[config.mk]
export PLATFORM = sky130hd
export DESIGN_NAME = sdram_timing_mode_control
export DESIGN_NICKNAME = d
export VERILOG_FILES = /design/src/design/cycle_counter.v /design/src/design/sdram_timing_mode_control.v
export VERILOG_INCLUDE_DIRS = /design/src /design/src/design
export SDC_FILE = /design/constraint.sdc
export NUM_CORES = 1
export LEC_CHECK = 0
export BUFFER_PORTS_ARGS = -buffer_cell sky130_fd_sc_hd__buf_4
export CORE_MARGIN = 2
export CORE_UTILIZATION = 40
export DETAILED_ROUTE_END_ITERATION = 10
export GPL_ROUTABILITY_DRIVEN = 0
export PLACE_DENSITY = 0.77
export SETUP_SLACK_MARGIN = 0.3
export SKIP_CTS_REPAIR_TIMING = 1
export SLEW_MARGIN = 40
export SYNTH_ARGS = -nofsm -noshare
export SYNTH_HDL_FRONTEND = slang
export SYNTH_HIERARCHICAL = 1
export SYNTH_SLANG_ARGS = --single-unit
[constraint.sdc]
create_clock -name ref_clk -period 6.2 [get_ports ref_clk]
set_clock_uncertainty 0.1 [all_clocks]
set_input_delay 1.55 -clock ref_clk [delete_from_list [all_inputs] [get_ports ref_clk]]
set_output_delay 1.55 -clock ref_clk [all_outputs]
set_load 0.05 [all_outputs]
[src/design/sdram_timing_regs.vh]
// register offsets, field positions and defaults of the sdram timing block
`ifndef SDRAM_TIMING_REGS_VH
`define SDRAM_TIMING_REGS_VH
`define ADDR_W 24
`define DRAM_CONTROL_ADDR 24'hFFFDA2
`define SDRAM_CONTROL_ADDR 24'hFFFDA4
`define DRAM_CONTROL_RST 16'h0000
`define SDRAM_CONTROL_RST 16'h0000
`define SDRAM_CONTROL_MASK 16'h8080
`define DRAM_CONTROL_MASK 16'hF300
`define BIT_DRAM_IF_SEL 15
`define BIT_DRAM_TYPE 14
`define BIT_PRECHARGE_HI 13
`define BIT_PRECHARGE_LO 12
`define BIT_RAS_CAS_HI 9
`define BIT_RAS_CAS_LO 8
`define BIT_MODE_SET_EN 15
`define BIT_CLK_SUSPEND 7
`define CNT_W 4
`define TPC_CODE1 4'h2
`define TPC_CODE2 4'h3
`define TPC_CODE3 4'h4
`define RCD_CODE1 4'h1
`define RCD_CODE2 4'h2
`define RCD_CODE3 4'h3
`endif

[src/design/cycle_counter.v]
// loadable down counter used for precharge and ras-to-cas waits
`timescale 1ns/10ps
module cycle_counter #(
	parameter W = 4
) (
	// clock and reset
	input wire ref_clk,
	input wire sys_rst,
	// control
	input wire load,
	input wire [W-1:0] value,
	// status
	output wire busy
);
	reg [W-1:0] count;
	always @(posedge ref_clk or posedge sys_rst) begin
		if (sys_rst)
			count <= {W{1'b0}};
		else if (load)
			count <= value;
		else if (count != {W{1'b0}})
			count <= count - {{(W-1){1'b0}}, 1'b1};
	end
	assign busy = (count != {W{1'b0}});
endmodule

[src/design/sdram_timing_mode_control.v]
// sdram access sequencer with precharge, ras-cas, mode set and suspend
`timescale 1ns/10ps
`include "sdram_timing_regs.vh"
// Overview of operation
// - precharge field sets precharge cycles, normal and refresh; 00 is one
// - ras-cas field picks wait cycles between ras and cas; 00 is none
// - mode register set only runs while mode_set_enable is 1
// - clock_suspend_enable holds each read data output one extra cycle
// - sdram controls act only with sdram interface and sdram type selected
module sdram_timing_mode_control #(
	parameter CW = `CNT_W,
	parameter [CW-1:0] PRECHARGE_COUNT_HI = `TPC_CODE1,
	parameter [CW-1:0] TPC2 = `TPC_CODE2,
	parameter [CW-1:0] TPC3 = `TPC_CODE3,
	parameter [CW-1:0] RAS_CAS_WAIT_HI = `RCD_CODE1,
	parameter [CW-1:0] RCD2 = `RCD_CODE2,
	parameter [CW-1:0] RCD3 = `RCD_CODE3
) (
	// clock and reset
	input wire ref_clk,
	input wire sys_rst,
	// register port
	input wire [`ADDR_W-1:0] reg_addr,
	input wire [15:0] reg_wdata,
	input wire reg_wr,
	input wire reg_rd,
	output reg [15:0] reg_rdata,
	// access requests
	input wire acc_req,
	input wire acc_refresh,
	input wire acc_mode_set,
	output wire acc_ready,
	output reg acc_done,
	output reg mode_set_blocked,
	// sdram command phases
	output reg ras_phase,
	output reg cas_phase,
	output reg precharge_phase,
	output reg refresh_phase,
	output reg mode_set_phase,
	// read data path
	input wire [15:0] mem_rdata,
	input wire mem_rvalid,
	output reg [15:0] rd_data,
	output reg rd_valid,
	// sdram mode active
	output wire sdram_active
);
	localparam S_IDLE = 6'b000001;
	localparam S_RAS = 6'b000010;
	localparam S_WAIT = 6'b000100;
	localparam S_CAS = 6'b001000;
	localparam S_PRE = 6'b010000;
	localparam S_MRS = 6'b100000;

	reg [15:0] dram_control;
	reg [15:0] sdram_control;
	reg [5:0] state;
	reg [5:0] next_state;
	reg pending_refresh;
	reg next_pending_refresh;
	reg hold_pending;
	reg [15:0] hold_data;
	reg pre_load;
	reg rcd_load;
	wire pre_busy;
	wire rcd_busy;
	reg [CW-1:0] pre_count;
	reg [CW-1:0] rcd_count;
	wire [CW-1:0] pre_init;
	wire [CW-1:0] rcd_init;
	wire [1:0] pre_code;
	wire [1:0] rcd_code;
	wire mode_set_en;
	wire suspend_en;
	wire hit_dram;
	wire hit_sdram;
	wire mode_set_ok;
	wire mode_set_refused;
	reg next_acc_done;
	reg next_mode_set_blocked;
	reg next_refresh_phase;

	assign pre_code = {dram_control[`BIT_PRECHARGE_HI],
		dram_control[`BIT_PRECHARGE_LO]};
	assign rcd_code = {dram_control[`BIT_RAS_CAS_HI],
		dram_control[`BIT_RAS_CAS_LO]};
	assign sdram_active = dram_control[`BIT_DRAM_IF_SEL] &
		dram_control[`BIT_DRAM_TYPE];
	assign mode_set_en = sdram_active &
		sdram_control[`BIT_MODE_SET_EN];
	assign suspend_en = sdram_active &
		sdram_control[`BIT_CLK_SUSPEND];

	// address decode of the two control registers
	assign hit_dram = (reg_addr == `DRAM_CONTROL_ADDR);
	assign hit_sdram = (reg_addr == `SDRAM_CONTROL_ADDR);
	// a mode set request is run or refused at once, never held over
	assign mode_set_ok = acc_req && acc_mode_set && mode_set_en;
	assign mode_set_refused = acc_req && acc_mode_set && !mode_set_en;

	// register writes; only implemented bits are kept
	always @(posedge ref_clk or posedge sys_rst) begin
		if (sys_rst) begin
			dram_control <= `DRAM_CONTROL_RST;
		end else if (reg_wr && hit_dram) begin
			dram_control <= reg_wdata & `DRAM_CONTROL_MASK;
		end
	end

	always @(posedge ref_clk or posedge sys_rst) begin
		if (sys_rst) begin
			sdram_control <= `SDRAM_CONTROL_RST;
		end else if (reg_wr && hit_sdram) begin
			sdram_control <= reg_wdata & `SDRAM_CONTROL_MASK;
		end
	end

	// read data one cycle after the strobe, else zero
	always @(posedge ref_clk or posedge sys_rst) begin
		if (sys_rst) begin
			reg_rdata <= 16'h0000;
		end else if (reg_rd && hit_dram) begin
			reg_rdata <= dram_control;
		end else if (reg_rd && hit_sdram) begin
			reg_rdata <= sdram_control;
		end else begin
			reg_rdata <= 16'h0000;
		end
	end

	// code to cycle count; code 00 still gives one precharge cycle
	always @* begin
		case (pre_code)
		2'b00: pre_count = {{(CW-1){1'b0}}, 1'b1};
		2'b01: pre_count = PRECHARGE_COUNT_HI;
		2'b10: pre_count = TPC2;
		default: pre_count = TPC3;
		endcase
	end

	// code 00 skips the wait state altogether
	always @* begin
		case (rcd_code)
		2'b00: rcd_count = {CW{1'b0}};
		2'b01: rcd_count = RAS_CAS_WAIT_HI;
		2'b10: rcd_count = RCD2;
		default: rcd_count = RCD3;
		endcase
	end

	// counters start one below the length, the first cycle being the load;
	// a zero precharge count parameter is therefore not supported
	assign pre_init = pre_count - {{(CW-1){1'b0}}, 1'b1};
	assign rcd_init = rcd_count - {{(CW-1){1'b0}}, 1'b1};

	cycle_counter #(.W(CW)) u_pre (
		.ref_clk(ref_clk),
		.sys_rst(sys_rst),
		.load(pre_load),
		.value(pre_init),
		.busy(pre_busy)
	);

	cycle_counter #(.W(CW)) u_rcd (
		.ref_clk(ref_clk),
		.sys_rst(sys_rst),
		.load(rcd_load),
		.value(rcd_init),
		.busy(rcd_busy)
	);

	assign acc_ready = (state == S_IDLE);

	// access sequencer
	always @* begin
		next_state = state;
		pre_load = 1'b0;
		rcd_load = 1'b0;
		case (state)
		S_IDLE: begin
			if (mode_set_ok) begin
				next_state = S_MRS;
			end else if (acc_req && !acc_mode_set) begin
				next_state = S_RAS;
			end
		end
		S_RAS: begin
			if (pending_refresh) begin
				// refresh closes the row with no column phase
				next_state = S_PRE;
				pre_load = 1'b1;
			end else if (rcd_count == {CW{1'b0}}) begin
				next_state = S_CAS;
			end else begin
				next_state = S_WAIT;
				rcd_load = 1'b1;
			end
		end
		S_WAIT: begin
			if (!rcd_busy) begin
				next_state = S_CAS;
			end
		end
		S_CAS: begin
			next_state = S_PRE;
			pre_load = 1'b1;
		end
		S_PRE: begin
			if (!pre_busy) begin
				next_state = S_IDLE;
			end
		end
		S_MRS: begin
			next_state = S_PRE;
			pre_load = 1'b1;
		end
		default: begin
			next_state = S_IDLE;
		end
		endcase
	end

	// status flags and refresh tracking, registered below
	always @* begin
		next_pending_refresh = pending_refresh;
		next_acc_done = 1'b0;
		next_mode_set_blocked = 1'b0;
		next_refresh_phase = 1'b0;
		if (state == S_IDLE) begin
			if (acc_req) begin
				next_pending_refresh = acc_refresh & ~acc_mode_set;
			end
			next_mode_set_blocked = mode_set_refused;
			next_refresh_phase = acc_req && !acc_mode_set && acc_refresh;
		end
		if (state == S_PRE && next_state == S_IDLE) begin
			next_acc_done = 1'b1;
		end
	end

	// state register
	always @(posedge ref_clk or posedge sys_rst) begin
		if (sys_rst) begin
			state <= S_IDLE;
			pending_refresh <= 1'b0;
		end else begin
			state <= next_state;
			pending_refresh <= next_pending_refresh;
		end
	end

	// status pulses come from flip-flops
	always @(posedge ref_clk or posedge sys_rst) begin
		if (sys_rst) begin
			acc_done <= 1'b0;
			mode_set_blocked <= 1'b0;
			refresh_phase <= 1'b0;
		end else begin
			acc_done <= next_acc_done;
			mode_set_blocked <= next_mode_set_blocked;
			refresh_phase <= next_refresh_phase;
		end
	end

	// phase outputs line up with the state they stand for
	always @(posedge ref_clk or posedge sys_rst) begin
		if (sys_rst) begin
			ras_phase <= 1'b0;
			cas_phase <= 1'b0;
			precharge_phase <= 1'b0;
			mode_set_phase <= 1'b0;
		end else begin
			ras_phase <= (next_state == S_RAS);
			cas_phase <= (next_state == S_CAS);
			precharge_phase <= (next_state == S_PRE);
			mode_set_phase <= (next_state == S_MRS);
		end
	end

	// suspension repeats each read word for one more cycle; a new word
	// wins over the repeat, though the memory never sends two in a row
	always @(posedge ref_clk or posedge sys_rst) begin
		if (sys_rst) begin
			hold_pending <= 1'b0;
			hold_data <= 16'h0000;
		end else if (mem_rvalid) begin
			hold_pending <= suspend_en;
			hold_data <= mem_rdata;
		end else begin
			hold_pending <= 1'b0;
		end
	end

	always @(posedge ref_clk or posedge sys_rst) begin
		if (sys_rst) begin
			rd_data <= 16'h0000;
			rd_valid <= 1'b0;
		end else if (mem_rvalid) begin
			rd_data <= mem_rdata;
			rd_valid <= 1'b1;
		end else if (hold_pending) begin
			rd_data <= hold_data;
			rd_valid <= 1'b1;
		end else begin
			rd_valid <= 1'b0;
		end
	end
endmodule

# == Word-level counts from Yosys, hierarchy flattened ==
# Cells that the tools add are included.
# op_classes
add_sub_neg,4
n_eq_ne,17
mux,28
bitwise,5
n_reduce_logical,22
# ops
operator,n
16-bit two-way mux,4
24-bit equality test (second input constant),2
6-bit case mux with 5 select lines,1
6-bit two-way mux,4
4-bit two-way mux,5
4-bit by 1-bit subtractor with 4-bit output (second input constant),4
6-bit by 1-bit equality test with 1-bit output (second input constant),2
6-bit by 2-bit equality test with 1-bit output (second input constant),2
6-bit by 4-bit equality test with 1-bit output (second input constant),2
6-bit by 5-bit equality test with 1-bit output (second input constant),2
6-bit equality test (second input constant),2
1-bit logical AND,10
1-bit two-way mux,10
3-bit case mux with 3 select lines,1
4-bit nonzero test,2
6-bit by 3-bit equality test with 1-bit output (second input constant),1
2-bit case mux with 3 select lines,1
2-bit nonzero test,3
5-bit two-way mux,1
1-bit bitwise AND,4
2-bit by 1-bit equality test with 1-bit output (second input constant),2
2-bit equality test (second input constant),2
2-bit zero test,2
4-bit zero test,1
5 further kinds,6
# word_totals
ff_bits,80
inputBits,64
out_inout_bits,42

# == Longest topological paths before layout ==
# depth
ltp_word,9
depth_mapped,8
ltp_nobuf,8

# == Hierarchy ==
# Netlist, hierarchy kept.
# modules_own_cells
mod,instances,cells_per_inst,area_each_um2,seq_area_each_um2
sdram_timing_mode_control,1,212,2727.6,1577.8
cycle_counter,2,24,250.2,100.1

# == Worst setup path after synthesis ==
# OpenSTA, ideal clock, no wires.
# synth_timing
path_type,register to output
from,register state[5]
to,output acc_ready
arrival_time_ns,1.272
required_time_ns,4.550
path_slack_ns,3.278
stages_incl_launch_ff,5
path_cell_list,dfrtp_1 > buf_6 > nor3_1 > nand3_1 > inv_1
# synth_between
elab_chain_len,1
# synth_lines
element,line,text
"start, declared",sdram_timing_mode_control.v:58,reg [5:0] state;
"start signal, assigned",sdram_timing_mode_control.v:248,state <= next_state;
6-bit by 1-bit equality test with 1-bit output,sdram_timing_mode_control.v:173,assign acc_ready = (state == S_IDLE);
"end, declared",sdram_timing_mode_control.v:32,"output wire acc_ready,"
# No other way between the ends.

# == Worst setup path in the final report ==
# Same ends and word-level chain as after synthesis.

==> results.yml <==
outcome:
  outcome: "complete, no violations"
hold_path:
  whs_path_depth: 1
  hold_start: "hold_data[10]"
  min_path_type: "reg2reg"
  min_to: "hold_data[10]"
cts:
  cts_tree: "yes"
  clockRootBuffer: "clkbuf_8"
  cts_htree_levels: 3
  numCtsBuffers: 9
  clkTransAtPathRegs_ns: 0.07
  cts_sinks: 71
  insertion_delay_ns: 0.35
  cts_buffer_depth: 2
logic_synthesis:
  synth_cell_type_count: 44
  ys_async_sr_fraction: 1.00
  yosys_register_bits: 71
  synth_top_flop_cell: "dfrtp_1"
  syn_inst: 260
  yosysSeqAreaShare: 0.551
  synth_edf_count: 0
  synth.avg_cell_area_um2: 12.4
  yosysWarnings: 6
  netlist_area_um2: 3230
timing:
  setup_slack_ns: 2.88
  worst_pin_slew_ns: 0.742
  timing.hold.ws_ns: 0.393
  final_hold_viol_count: 0
  rsz0062_at_grt: "false"
  min_period_ns: 3.32
  setup_viol: 0
  max_freq_ghz: 0.301
  drv_slew: 0
  relSlewSlack: 0.501
  final.setup.tns_ns: 0
  fin_crit_sh: 0.535
worst_setup_path:
  required_ns: 4.55
  cp-start-kind: "register"
  crit_fanout: 9
  reg2reg_setup_slack_ns: 3.84
  timing.rr.start: "dram_control[8]"
  worst_r2r_path_depth: 6
  r2r-end: "u_rcd/count[3]"
  end_kind: "output port"
  cp.arrival_ns: 1.67
  path_class: "reg2out"
global_routing:
  grt_antenna_before_repair: 0
  first_global_vias: 2216
  grt_max_degree: 43
  grtUsageTotal: 0.157
  grt_pass1_wl_um: 10500
  gr-total-overflow: 0
cells_and_area:
  drive_gt1_frac: 0.432
  layout_common_cells: "88 x buf_4, 70 x dfrtp_1, 42 x mux2_2"
  fin_nets: 425
  syn_to_final_growth_pct: 27.8
  num_antenna_cells: 0
  stdcell_area_um2: 4120
  final_common_cell: "buf_4"
  utilization: 0.531
  stdcell_count: 456
die:
  io_pins: 106
  std_cell_rows: 32
  dieArea_um2: 8810
  die_width_um: 93.8
  start_util: 0.416
  core_um2: 7770
  die_h_um: 93.8
detailed_routing:
  highest_layer: "met4"
  firstDrtPassIters: 4
  met1_length_um: 2860
  drc_errors: 0
  num_vias: 2246
  drt_wl_total_um: 6490
  wl_per_cell_um: 14.2
  wl_met2_um: 3210
  drt_iter0_markers: 43
  met3WireLength_um: 317
  ant_nets: 0
  vias_per_cell: 4.93
power_and_ir_drop:
  total_power_mw: 1.26
  vdd_drop_max_uv: 131
  leakagePower_nw: 2.00
  power_density_nw_per_um2: 307
place:
  place_hpwl_um: 4840
  post-place-ws_ns: 2.91
  dpl-instance-area_um2: 3940
  dp_cells: 441
  io_buffers: 87
job:
  drv_cap: 0
==> worst max path at each step <==
stage / startpoint / endpoint / slack [ns] / cells after the start
2_1_floorplan: sys_rst / acc_done / 2.98 / 1
4_1_cts: state[5] / acc_ready / 2.86 / 4
5_1_grt: state[5] / acc_ready / 2.73 / 4
6_report: state[5] / acc_ready / 2.88 / 4
3_3_place_gp: reg_addr[9] / dram_control[14] / 2.91 / 5
3_5_place_dp: reg_addr[9] / dram_control[14] / 2.91 / 5
==> metal layers <==
metal,vias to the layer above,track usage
li1,1071,-
met5,-,0
met2,62,0.248
met3,9,0.0433
met1,1104,0.203
met4,0,0.0652
==> registers in the layout, summed over array words and instances, names as in the netlist <==
signal and flops:
hold_data 16, rd_data 16, reg_rdata 7, dram_control 6, state 6, u_pre/count 4, u_rcd/count 4, sdram_control 2
acc_done 1, cas_phase 1, hold_pending 1, mode_set_blocked 1, mode_set_phase 1, pending_refresh 1, precharge_phase 1, ras_phase 1
rd_valid 1, refresh_phase 1
==> cell type report <==
class	count	area, µm²
Fill cell	711	3640
Multi-Input combinational cell	165	1320
Clock inverter	6	62.6
Timing Repair Buffer	88	661
Sequential cell	71	1780
Tap cell	102	128
Clock buffer	9	124
Inverter	15	56.3
==> synthesized netlist by cell type, types with 3 or more instances <==
| cell type | number | area [µm²] |
|---|---|---|
| ha_1 | 11 | 138 |
| mux2_2 | 42 | 473 |
| nand2b_1 | 3 | 18.8 |
| nor2b_1 | 4 | 25.0 |
| o21ai_0 | 6 | 30.0 |
| a31oi_1 | 3 | 18.8 |
| nor3_1 | 11 | 55.1 |
| nor3b_1 | 4 | 30.0 |
| inv_1 | 15 | 56.3 |
| nand3_1 | 3 | 15.0 |
| xnor2_1 | 5 | 43.8 |
| nand2_1 | 6 | 22.5 |
| nor2_1 | 10 | 37.5 |
| buf_4 | 9 | 67.6 |
| a21oi_1 | 4 | 20.0 |
| dfrtp_1 | 70 | 1750 |
| and3_1 | 8 | 50.1 |
| buf_2 | 6 | 30.0 |
| nand4_1 | 5 | 31.3 |
==> cells by family (layout without fill, tap and decap cells) <==
kind of cell | Yosys count | after routing | share of synthesized area
xor gates and xnor gates | 6 | 6 | 0.0163
DFF | 71 | 71 | 0.551
buffers and inverters | 34 | 118 | 0.0554
muxes | 44 | 44 | 0.153
other | 1 | 11 | 0.00116
adders and majority gates | 11 | 11 | 0.0426
and+or+nand+nor | 71 | 71 | 0.136
AOI/OAI and AO/OA | 22 | 22 | 0.0450
==> power breakdown <==
part / total, mW / leakage, nW / internal (mW) / switching (mW)
registers: 0.565 / 0.903 / 0.520 / 0.0452
logic: 0.341 / 1.01 / 0.138 / 0.203
clock network: 0.360 / 0.0871 / 0.182 / 0.178
==> critical path, stage by stage, from the launching register on <==
cell and delay (ns):
dfrtp_1 0.48, nor3_1 0.32, nand3_1 0.22, inv_1 0.11, buf_4 0.20
No activity file was read; power rests on OpenSTA's default activity.
